### src/hw/dinit_pkg.sv
package dinit_pkg;
  // timing, as printed, and derived cycle counts at the 100 MHz system clock
  localparam int CLK_MHZ = 100;
  localparam int POWER_WAIT_US = 10000;
  localparam int RESET_LOW_US = 200;
  localparam int RESET_WAIT_US = 200;
  localparam int POWER_WAIT_CYC = POWER_WAIT_US * CLK_MHZ;
  localparam int RESET_LOW_CYC = RESET_LOW_US * CLK_MHZ;
  localparam int RESET_WAIT_CYC = RESET_WAIT_US * CLK_MHZ;
  // serial clock divider: half period in system cycles
  localparam int SCLK_HALF_CYC = 10;
  // image plane size in bytes
  localparam int PLANE_BYTES = 81600;
  // command opcodes
  localparam logic [7:0] OP_DRIVER_OUT = 8'h01;
  localparam logic [7:0] OP_DEEP_SLEEP = 8'h10;
  localparam logic [7:0] OP_ENTRY_MODE = 8'h11;
  localparam logic [7:0] OP_SW_RESET = 8'h12;
  localparam logic [7:0] OP_TEMP_SEL = 8'h18;
  localparam logic [7:0] OP_ACTIVATE = 8'h20;
  localparam logic [7:0] OP_UPDATE_CTL = 8'h22;
  localparam logic [7:0] OP_WRITE_BW = 8'h24;
  localparam logic [7:0] OP_WRITE_RED = 8'h26;
  localparam logic [7:0] OP_BOOSTER = 8'h0C;
  localparam logic [7:0] OP_BORDER = 8'h3C;
  localparam logic [7:0] OP_WIN_X = 8'h44;
  localparam logic [7:0] OP_WIN_Y = 8'h45;
  localparam logic [7:0] OP_CNT_X = 8'h4E;
  localparam logic [7:0] OP_CNT_Y = 8'h4F;
  // script entry: data byte, dc bit, busy-wait flag, stream flag
  localparam int SCRIPT_LEN = 53;
  localparam int SCRIPT_AW = 6;
  // script stage indexes (entries where each stage starts)
  localparam logic [SCRIPT_AW-1:0] IDX_SWRESET = 6'h00;
  localparam logic [SCRIPT_AW-1:0] IDX_INIT = 6'h01;
  localparam logic [SCRIPT_AW-1:0] IDX_BW = 6'h1F;
  localparam logic [SCRIPT_AW-1:0] IDX_RED = 6'h26;
  localparam logic [SCRIPT_AW-1:0] IDX_UPDATE = 6'h2D;
  localparam logic [SCRIPT_AW-1:0] IDX_SLEEP = 6'h30;
  localparam logic [SCRIPT_AW-1:0] IDX_END = 6'h32;
  // script entry fields
  localparam int ENT_DC = 8;
  localparam int ENT_WAIT = 9;
  localparam int ENT_STREAM = 10;

  typedef enum logic [7:0] {
    ST_IDLE = 8'h01,
    ST_PWR = 8'h02,
    ST_RST_LO = 8'h04,
    ST_RST_WAIT = 8'h08,
    ST_FETCH = 8'h10,
    ST_SEND = 8'h20,
    ST_BUSY = 8'h40,
    ST_STREAM = 8'h80
  } dinit_state_type;
endpackage : dinit_pkg

### src/hw/dinit_serial.sv
`timescale 1ns/10ps
// byte shifter: mode 0, msb first, chip select framed per byte
module dinit_serial (
  input wire logic clk_sys,
  input wire logic reset,
  input wire logic start,
  input wire logic [7:0] byte_in,
  input wire logic dc_in,
  output logic done,
  output logic sclk,
  output logic mosi,
  output logic cs_n,
  output logic dc
);
  import dinit_pkg::*;
  logic [4:0] div_q;
  logic tick;
  logic [7:0] sh_q;
  logic [4:0] ph_q;
  logic act_q;

  // one-cycle enable every half serial period
  assign tick = (div_q == 5'(SCLK_HALF_CYC - 1));
  always_ff @(posedge clk_sys or posedge reset) begin
    if (reset) begin
      div_q <= 5'h00;
    end else if (!act_q || tick) begin
      div_q <= 5'h00;
    end else begin
      div_q <= div_q + 5'h01;
    end
  end

  // phase 0..15 clocks bits, 16 releases chip select
  always_ff @(posedge clk_sys or posedge reset) begin
    if (reset) begin
      act_q <= 1'b0;
      ph_q <= 5'h00;
      sh_q <= 8'h00;
      sclk <= 1'b0;
      mosi <= 1'b0;
      cs_n <= 1'b1;
      dc <= 1'b0;
      done <= 1'b0;
    end else begin
      done <= 1'b0;
      if (start && !act_q) begin
        act_q <= 1'b1;
        ph_q <= 5'h00;
        sh_q <= byte_in;
        mosi <= byte_in[7];
        dc <= dc_in;
        cs_n <= 1'b0;
      end else if (act_q && tick) begin
        ph_q <= ph_q + 5'h01;
        if (ph_q == 5'h10) begin
          act_q <= 1'b0;
          cs_n <= 1'b1; // release gap is one half period
          done <= 1'b1;
        end else if (!ph_q[0]) begin
          sclk <= 1'b1; // device samples on rising edge
        end else begin
          sclk <= 1'b0;
          sh_q <= {sh_q[6:0], 1'b0};
          mosi <= sh_q[6];
        end
      end
    end
  end
endmodule : dinit_serial

### src/hw/dinit_host.sv
`timescale 1ns/10ps
module dinit_host #(
  parameter int POWER_WAIT = dinit_pkg::POWER_WAIT_CYC,
  parameter int RESET_LOW = dinit_pkg::RESET_LOW_CYC,
  parameter int RESET_WAIT = dinit_pkg::RESET_WAIT_CYC,
  parameter int PLANE_LEN = dinit_pkg::PLANE_BYTES
) (
  input wire logic clk_sys,
  input wire logic reset,
  input wire logic go,
  input wire logic [7:0] pixel_data,
  input wire logic pixel_valid,
  input wire logic busy_pin,
  output logic pixel_ready,
  output logic pixel_plane,
  output logic seq_active,
  output logic seq_done,
  output logic hardware_reset_pin,
  output logic sclk,
  output logic mosi,
  output logic cs_n,
  output logic dc
);
  import dinit_pkg::*;

  // script word: {stream, wait busy after, dc, byte}
  function automatic logic [10:0] script(input logic [SCRIPT_AW-1:0] i);
    case (i)
      6'h00: script = {3'b010, OP_SW_RESET};
      6'h01: script = {3'b000, OP_BOOSTER};
      6'h02: script = {3'b001, 8'hAE};
      6'h03: script = {3'b001, 8'hC7};
      6'h04: script = {3'b001, 8'hC3};
      6'h05: script = {3'b001, 8'hC0};
      6'h06: script = {3'b001, 8'h80};
      6'h07: script = {3'b000, OP_DRIVER_OUT};
      6'h08: script = {3'b001, 8'hA7};
      6'h09: script = {3'b001, 8'h02};
      6'h0A: script = {3'b001, 8'h00};
      6'h0B: script = {3'b000, OP_ENTRY_MODE};
      6'h0C: script = {3'b001, 8'h01};
      6'h0D: script = {3'b000, OP_WIN_X};
      6'h0E: script = {3'b001, 8'h00};
      6'h0F: script = {3'b001, 8'h00};
      6'h10: script = {3'b001, 8'hBF};
      6'h11: script = {3'b001, 8'h03};
      6'h12: script = {3'b000, OP_WIN_Y};
      6'h13: script = {3'b001, 8'hA7};
      6'h14: script = {3'b001, 8'h02};
      6'h15: script = {3'b001, 8'h00};
      6'h16: script = {3'b001, 8'h00};
      6'h17: script = {3'b000, OP_BORDER};
      6'h18: script = {3'b001, 8'h01};
      6'h19: script = {3'b000, OP_TEMP_SEL};
      6'h1A: script = {3'b001, 8'h80};
      6'h1B: script = {3'b000, OP_UPDATE_CTL};
      6'h1C: script = {3'b001, 8'hB1};
      6'h1D: script = {3'b000, OP_ACTIVATE};
      6'h1E: script = {3'b010, 8'h00}; // pure busy wait, nothing sent
      6'h1F: script = {3'b000, OP_CNT_X};
      6'h20: script = {3'b001, 8'h00};
      6'h21: script = {3'b001, 8'h00};
      6'h22: script = {3'b000, OP_CNT_Y};
      6'h23: script = {3'b001, 8'hA7};
      6'h24: script = {3'b001, 8'h02};
      6'h25: script = {3'b100, OP_WRITE_BW};
      6'h26: script = {3'b000, OP_CNT_X};
      6'h27: script = {3'b001, 8'h00};
      6'h28: script = {3'b001, 8'h00};
      6'h29: script = {3'b000, OP_CNT_Y};
      6'h2A: script = {3'b001, 8'hA7};
      6'h2B: script = {3'b001, 8'h02};
      6'h2C: script = {3'b100, OP_WRITE_RED};
      6'h2D: script = {3'b000, OP_UPDATE_CTL};
      6'h2E: script = {3'b001, 8'hC7};
      6'h2F: script = {3'b010, OP_ACTIVATE};
      6'h30: script = {3'b000, OP_DEEP_SLEEP};
      6'h31: script = {3'b001, 8'h01};
      default: script = 11'h000;
    endcase
  endfunction : script

  dinit_state_type st_q;
  logic [SCRIPT_AW-1:0] idx_q;
  logic [23:0] cnt_q;
  logic [16:0] pix_q;
  logic busy_m_q;
  logic busy_s_q;
  logic ser_start;
  logic ser_done;
  logic [7:0] ser_byte;
  logic ser_dc;
  logic [10:0] ent;
  logic skip_send;

  assign ent = script(idx_q);
  // the pure busy-wait entry sends nothing
  assign skip_send = (idx_q == (IDX_BW - 6'h01));
  assign ser_start = (st_q == ST_SEND) || (st_q == ST_STREAM && pixel_valid && pixel_ready);
  assign ser_byte = (st_q == ST_STREAM) ? pixel_data : ent[7:0];
  assign ser_dc = (st_q == ST_STREAM) ? 1'b1 : ent[ENT_DC];

  // busy comes from the panel, so synchronise it first
  always_ff @(posedge clk_sys or posedge reset) begin
    if (reset) begin
      busy_m_q <= 1'b1;
      busy_s_q <= 1'b1;
    end else begin
      busy_m_q <= busy_pin;
      busy_s_q <= busy_m_q;
    end
  end

  // sequencer: power wait, pin reset, script with busy waits and streams
  always_ff @(posedge clk_sys or posedge reset) begin
    if (reset) begin
      st_q <= ST_IDLE;
      idx_q <= IDX_SWRESET;
      cnt_q <= 24'h000000;
      pix_q <= 17'h00000;
      hardware_reset_pin <= 1'b1;
      pixel_ready <= 1'b0;
      pixel_plane <= 1'b0;
      seq_active <= 1'b0;
      seq_done <= 1'b0;
    end else begin
      seq_done <= 1'b0;
      case (st_q)
        ST_IDLE: begin
          if (go) begin
            st_q <= ST_PWR;
            cnt_q <= 24'h000000;
            seq_active <= 1'b1;
          end
        end
        ST_PWR: begin
          cnt_q <= cnt_q + 24'h000001;
          if (cnt_q == 24'(POWER_WAIT - 1)) begin
            st_q <= ST_RST_LO;
            cnt_q <= 24'h000000;
            hardware_reset_pin <= 1'b0;
          end
        end
        ST_RST_LO: begin
          cnt_q <= cnt_q + 24'h000001;
          if (cnt_q == 24'(RESET_LOW - 1)) begin
            st_q <= ST_RST_WAIT;
            cnt_q <= 24'h000000;
            hardware_reset_pin <= 1'b1;
          end
        end
        ST_RST_WAIT: begin
          cnt_q <= cnt_q + 24'h000001;
          if (cnt_q == 24'(RESET_WAIT - 1)) begin
            st_q <= ST_BUSY; // wait busy low before soft reset
            idx_q <= IDX_SWRESET;
          end
        end
        ST_FETCH: begin
          if (idx_q == IDX_END) begin
            st_q <= ST_IDLE;
            seq_active <= 1'b0;
            seq_done <= 1'b1;
          end else if (skip_send) begin
            st_q <= ST_BUSY;
            cnt_q <= 24'hFFFFFF; // no byte to wait for, so go straight to the busy check of this entry
          end else begin
            st_q <= ST_SEND;
          end
        end
        ST_SEND: begin
          st_q <= ST_BUSY;
          cnt_q <= 24'h000000; // keeps the first-busy-low branch from firing again mid-byte
        end
        ST_BUSY: begin
          // wait for the byte to finish, then for busy low where marked
          if (ser_done || cnt_q == 24'hFFFFFF) begin
            cnt_q <= 24'hFFFFFF;
            if (ent[ENT_STREAM] && cnt_q != 24'hFFFFFF) begin
              st_q <= ST_STREAM;
              pix_q <= 17'h00000;
              pixel_plane <= (idx_q == IDX_UPDATE - 6'h01);
              pixel_ready <= 1'b1;
            end else if (!ent[ENT_WAIT] || !busy_s_q) begin
              st_q <= ST_FETCH;
              idx_q <= idx_q + 6'h01;
              cnt_q <= 24'h000000;
            end
          end else if (idx_q == IDX_SWRESET && st_q == ST_BUSY && !busy_s_q && cnt_q != 24'h000000) begin
            st_q <= ST_SEND; // first busy low after pin reset
          end
        end
        ST_STREAM: begin
          if (ser_start) begin
            pixel_ready <= 1'b0; // one byte in flight
          end
          if (ser_done) begin
            pix_q <= pix_q + 17'h00001;
            if (pix_q == 17'(PLANE_LEN - 1)) begin
              st_q <= ST_FETCH;
              idx_q <= idx_q + 6'h01;
              cnt_q <= 24'h000000;
            end else begin
              pixel_ready <= 1'b1;
            end
          end
        end
        default: st_q <= ST_IDLE;
      endcase
    end
  end

  dinit_serial u_serial (
    .clk_sys(clk_sys),
    .reset(reset),
    .start(ser_start),
    .byte_in(ser_byte),
    .dc_in(ser_dc),
    .done(ser_done),
    .sclk(sclk),
    .mosi(mosi),
    .cs_n(cs_n),
    .dc(dc)
  );
endmodule : dinit_host

### config.mk
export PLATFORM = sky130hd
export DESIGN_NAME = dinit_host
export DESIGN_NICKNAME = d
export VERILOG_FILES = /design/src/hw/dinit_pkg.sv /design/src/hw/dinit_serial.sv /design/src/hw/dinit_host.sv
export SDC_FILE = /design/constraint.sdc
export NUM_CORES = 1
export LEC_CHECK = 0
export BUFFER_PORTS_ARGS = -buffer_cell sky130_fd_sc_hd__buf_2
export CORE_ASPECT_RATIO = 0.5
export CORE_MARGIN = 8
export CORE_UTILIZATION = 55
export CTS_CLUSTER_DIAMETER = 60
export CTS_CLUSTER_SIZE = 28
export DETAILED_ROUTE_END_ITERATION = 16
export PLACE_DENSITY = 0.73
export SLEW_MARGIN = 20
export SYNTH_ARGS = -nofsm -noshare
export SYNTH_HDL_FRONTEND = slang
export SYNTH_SLANG_ARGS = --single-unit
### constraint.sdc
create_clock -name clk_sys -period 4.3 [get_ports clk_sys]
set_clock_uncertainty 0.15 [all_clocks]
set_input_delay 1.075 -clock clk_sys [delete_from_list [all_inputs] [get_ports clk_sys]]
set_output_delay 1.075 -clock clk_sys [all_outputs]
set_load 0.05 [all_outputs]
==> impl_metrics.csv, run 1 <==
group,metric,value,unit
grt,overflow,0,
outcome,status,"completed",
critical_path,cp-end-kind,"flop",
floorplanning,initial_utilization,55.7,%
critical_path,worstPathRequired,4.38,ns
critical_path,critical_path_arrival,3.36,ns
finish,final_nets,676,
logic_synthesis,synth_top_cell_area_share,35.9,%
finish,fin_util,60.8,%
clocking,clock_path_buffers,2,
logic_synthesis,synth_flop_cell,"dfrtp_1",
timing,worst_slew_pin_slew,0.957,ns
critical_path,max_stage_delay,0.69,ns
clocking,clockRootBuffer,"clkbuf_16",
timing,fin_tns_setup,0,ns
finish,drive_gt1_share,11.5,%
finish,fin_cells,793,
timing,fin_crit_sh,76.3,%
finish,antenna_cells,0,
grt,grt_start_max_net_pins,56,
floorplanning,row_count,26,
logic_synthesis,syn_nets,675,
detailed_routing,drc,0,
place,hpwl,9.42,mm
place,placed_cell_area,5760,um^2
place,pre_cts_slack,1.07,ns
clocking,postCtsSetupBuffers,0,
logic_synthesis,seq_area_frac_synth,38.3,%
logic_synthesis,ys_seq_elements,85,
detailed_routing,ant_nets,0,
logic_synthesis,synthArstFlopShare,100,%
floorplanning,ios,22,
logic_synthesis,synthTopCellsByArea,"dfrtp_1 36%, a211o_1 5.0%, nor2_1 3.8%",
clocking,cts_resized,0,
grt,grt_pass1_vias,4739,
critical_path,crit_chain,"nor2b_1, o211ai_1, nand3b_1, o21ai_1, or2_1, mux2_2",
critical_path,r2r_end,"cnt_q[0]",
timing,hold_viol,0,
flow_run,cap_violations,0,
clocking,cts_tree,"built",
timing,maxSlewViolCount,0,
logic_synthesis,syn_area,5580,um^2
finish,final_area,6090,um^2
detailed_routing,routedWlPerCell,16.9,um
place,gp_congestion,0.878,
timing,fin_crit,3.28,ns
floorplanning,die_area,13800,um^2
finish,area_growth,9.27,%
floorplanning,die_h,87.2,um
power,vdd_drop_max,0.273,mV
grt,grt_first_pass_wirelength,23.0,mm
place,dp.cells,777,
grt,grt_util_all_layers,20.4,%
floorplanning,core,10000,um^2
critical_path,cp_max_fo,11,
logic_synthesis,synth_cell_types,68,
critical_path,crit_end,"cnt_q[0]",
critical_path,worstReg2RegStart,"st_q[7]",
critical_path,crit_type,"flop to flop",
detailed_routing,vias,4986,
clocking,cts.sinks,85,
clocking,insertion_delay,0.34,ns
logic_synthesis,syn_area_per_cell,8.62,um^2
critical_path,startpoint_type,"flop",
timing,fmax,0.305,GHz
timing,finalSetupViolations,0,
clocking,ctsHoldBuffers,0,
detailed_routing,drt-pass1-iter-count,5,
logic_synthesis,synth_cells,647,
critical_path,crit_start,"st_q[7]",
floorplanning,die_w,158,um
timing,rsz0062_at_grt,"no",
logic_synthesis,ys_warn_count,0,
logic_synthesis,synth_edf_count,0,
logic_synthesis,synth_most_common_cell,"dfrtp_1",
logic_synthesis,synth_commonest_cells,"80 x dfrtp_1, 57 x nor2_1, 51 x nand2_1",
detailed_routing,avgViaCountPerCell,6.29,
power,power.leakage,0.00272,uW
clocking,htreeDepth,3,
timing,max_slew_margin,36.1,%
logic_synthesis,synth_top_area_cell,"dfrtp_1",
place,port_buffers,21,
timing,setup_ws,1.02,ns
detailed_routing,drtIter0Drc,443,
clocking,numCtsBuffers,9,
critical_path,reg2reg_depth,6,
critical_path,slowest_stage,"o21ai_1",
hold_path,hold_class,"flop to flop",
grt,antenna_found_initial,0,
power,power_density,366,nW/um^2
critical_path,reg2reg_slack,1.02,ns
clocking,clkTransAtPathRegs,0.06,ns
detailed_routing,wl,13.4,mm
-- through the flow --
step	hold slack [ns]	power, uW
2_1_floorplan	0.195	1260
3_3_place_gp	0.197	1370
3_5_place_dp	0.197	1380
4_1_cts	0.206	2240
5_1_grt	0.212	2330
6_report	0.205	2230
-- per-layer routing --
metal / part of all wire (%) / GRT usage [%] / wire (um)
met1: 47 / 27.2 / 6300
met2: 47 / 33.4 / 6270
met3: 5.1 / 4.41 / 690
met4: 1.2 / 4.50 / 165
met5: 0 / 0 / 0
-- final cells by class --
type	instances	area [um^2]
inverters	20	76.3
flip-flops and latches	85	2130
multi-input cells	503	3210
clock buffers	9	225
fillers	914	3930
repair buffers	29	165
well taps	140	175
clock inverters	7	105
-- worst max-delay path, delay by kind of cell, from the launching register on --
family,cells,cell delay [ns]
compound gates,2,1.32
flops,1,0.41
mux,1,0.39
simple gates,3,0.89
-- how the worst min path moves through the flow --
| stage | startpoint | endpoint | slack, ns | depth (start not counted) |
|---|---|---|---|---|
| 6_report | busy_m_q | busy_s_q | 0.20 | 0 |
| 5_1_grt | busy_m_q | busy_s_q | 0.21 | 0 |
| 4_1_cts | busy_m_q | busy_s_q | 0.21 | 0 |
| 3_5_place_dp | busy_m_q | busy_s_q | 0.20 | 0 |
| 3_3_place_gp | busy_m_q | busy_s_q | 0.20 | 0 |
| 2_1_floorplan | busy_m_q | busy_s_q | 0.20 | 0 |
-- logic make-up (layout without fill, tap and decap cells) --
kind of cell             count (synthesis)  after routing  share of synthesized area, %
AO/OA/AOI/OAI                          164            164                          20.3
XOR/XNOR                                20             20                          3.14
adder cells (fa/ha/maj)                 15             15                          3.37
buffers and inverters                   59             65                          4.22
flip-flops                              85             85                          38.3
multiplexers                            13             13                          2.47
AND/OR/NAND/NOR                        291            291                          28.2
-- sequential cells by signal (all words and copies together), names as in the netlist, 5 cells and up --
| name | flops |
|---|---|
| idx_q | 6 |
| pix_q | 17 |
| cnt_q | 24 |
| u_serial.ph_q | 5 |
| u_serial.sh_q | 7 |
| u_serial.div_q | 5 |
| st_q | 8 |
-- report_power, final --
part	switching (uW)	leakage [uW]	internal [uW]
registers	29.6	0.00112	833
clock network	342	0.000159	518
logic	324	0.00145	184
-- layout by cell type (no fill, tap or decap), types with 10 or more instances in the layout --
cell      synthesis  routed
dfrtp_1          80      80
nor2_1           57      57
nand2_1          51      51
nand3_1          36      36
o21ai_0          33      33
a21oi_1          32      32
a211o_1          32      32
nor3_1           28      28
buf_2             2      21
nand4_1          19      19
inv_1            19      18
nand2b_1         17      17
ha_1             15      15
xor2_1           11      11
nor4_1           11      11
nor2b_1          10      10
Note: power is estimated with default switching activity, not from simulation.
==> inputs of run 2 (changes only) <==
==> constraint.sdc (replaced) <==
create_clock -name clk_sys -period 3.3 [get_ports clk_sys]
set_clock_uncertainty 0.15 [all_clocks]
set_input_delay 0.825 -clock clk_sys [delete_from_list [all_inputs] [get_ports clk_sys]]
set_output_delay 0.825 -clock clk_sys [all_outputs]
set_load 0.05 [all_outputs]
==> impl_metrics.csv, run 2 (same netlist as run 1, synthesis figures left out) <==
group,metric,value,unit
outcome,status,"completed",
grt,grt_first_pass_wirelength,22.8,mm
finish,fillerInstances,901,
critical_path,crit_type,"flop to flop",
floorplanning,die_w,158,um
power,vdd_drop_max,0.280,mV
detailed_routing,drtIter0Drc,588,
critical_path,max_stage_delay,0.63,ns
timing,finalSetupViolations,0,
finish,top_regs,"cnt_q x24, pix_q x17, st_q x8",
finish,antenna_cells,0,
timing,hold_viol,0,
timing,max_slew_margin,52.5,%
detailed_routing,avgViaCountPerCell,6.15,
critical_path,crit_family,"simple AND/OR/NAND/NOR gates",
critical_path,cp-end-kind,"flop",
clocking,ctsHoldBuffers,0,
finish,area_growth,11.3,%
floorplanning,ios,22,
grt,overflow,0,
floorplanning,initial_utilization,55.7,%
clocking,cts_resized,0,
critical_path,crit_chain,"ha_1, nand3_2, or4_4, o21a_1, o21a_4, or2_2, a2111o_1",
place,hpwl,9.49,mm
floorplanning,die_h,87.2,um
clocking,clkTransAtPathRegs,0.06,ns
place,gp_congestion,0.901,
timing,fin_tns_setup,0,ns
detailed_routing,drc,0,
grt,grt_util_all_layers,20.3,%
finish,largest_reg_flops,24,
detailed_routing,wl,13.5,mm
critical_path,slowest_stage,"or4_4",
finish,final_common_cell,"dfrtp_1",
timing,maxSlewViolCount,0,
critical_path,critical_path_arrival,3.22,ns
finish,layout_common_cells,"80 x dfrtp_1, 57 x nor2_1, 51 x nand2_1",
place,placed_cell_area,5900,um^2
timing,fin_crit,3.15,ns
detailed_routing,vias,4984,
clocking,numCtsBuffers,9,
power,power_density,463,nW/um^2
floorplanning,core,10000,um^2
timing,worst_slew_pin_slew,0.706,ns
finish,final_nets,694,
grt,grt_pass1_vias,4610,
clocking,postCtsSetupBuffers,0,
clocking,insertion_delay,0.34,ns
clocking,htreeDepth,3,
finish,largest-register,"cnt_q",
floorplanning,die_area,13800,um^2
floorplanning,row_count,26,
critical_path,cp_max_fo,25,
flow_run,cap_violations,0,
clocking,clock_path_buffers,2,
place,port_buffers,21,
detailed_routing,drt-pass1-iter-count,5,
critical_path,critPathBufInv,0,
hold_path,hold_class,"flop to flop",
grt,antenna_found_initial,0,
timing,fin_crit_sh,95.4,%
critical_path,startpoint_type,"flop",
grt,grt_start_max_net_pins,45,
critical_path,worstPathRequired,3.37,ns
detailed_routing,routedWlPerCell,16.6,um
finish,drive_gt1_share,14.2,%
clocking,cts_tree,"built",
finish,final_area,6210,um^2
power,power.leakage,0.00279,uW
timing,fmax,0.318,GHz
clocking,cts.sinks,85,
clocking,clockRootBuffer,"clkbuf_16",
detailed_routing,ant_nets,0,
timing,rsz0062_at_grt,"no",
## run 2: final timing paths
check | from | to | slack [ns] | cells after the start
max | cnt_q[0] | cnt_q[17] | 0.15 | 7
min | busy_m_q | busy_s_q | 0.21 | 0
max reg2reg | cnt_q[0] | cnt_q[17] | 0.15 | 7
min reg2reg | busy_m_q | busy_s_q | 0.21 | 0
max in group asynchronous | reset | cnt_q[19] | 2.13 | 3
min in group asynchronous | reset | pix_q[1] | 0.46 | 3
## run 2: per-stage QoR
stage	setup WS, ns	hold slack, ns	std cells	utilization, %	power (uW)
floorplan	0.140	0.195	647	-	1640
global placement	0.234	0.196	795	58.9	1830
detailed placement	0.160	0.199	795	58.9	1840
CTS	0.142	0.208	811	61.9	2880
global route	0.00924	0.211	811	62.0	3010
finish	0.150	0.206	811	62.0	2880
## run 2: layer usage
layer / track usage (%) / up-vias / part of all wire (%)
met5: 0 / - / 0
met1: 28.0 / 2387 / 48
met4: 4.93 / 0 / 0.84
met3: 4.65 / 12 / 5.4
met2: 31.6 / 144 / 46
li1: - / 2441 / -
## run 2: where the power goes
group	switching, uW	internal [uW]
clock network	445	595
logic	426	285
registers	40.2	1090
## run 2: area by class of cell
type / count / area [um^2] / area share, %
Sequential cell: 85 / 2130 / 34.4
Clock buffer: 9 / 225 / 3.63
Inverter: 20 / 76.3 / 1.23
Timing Repair Buffer: 47 / 300 / 4.84
Clock inverter: 7 / 78.8 / 1.27
Multi-Input combinational cell: 503 / 3220 / 51.8
Tap cell: 140 / 175 / 2.82
## run 2: worst register-to-register path, delay by kind of cell (launching register included)
kind            cells  cell delay, ns
simple gates        3            1.23
compound gates      3            0.99
flops               1            0.40
fa+ha+maj           1            0.26
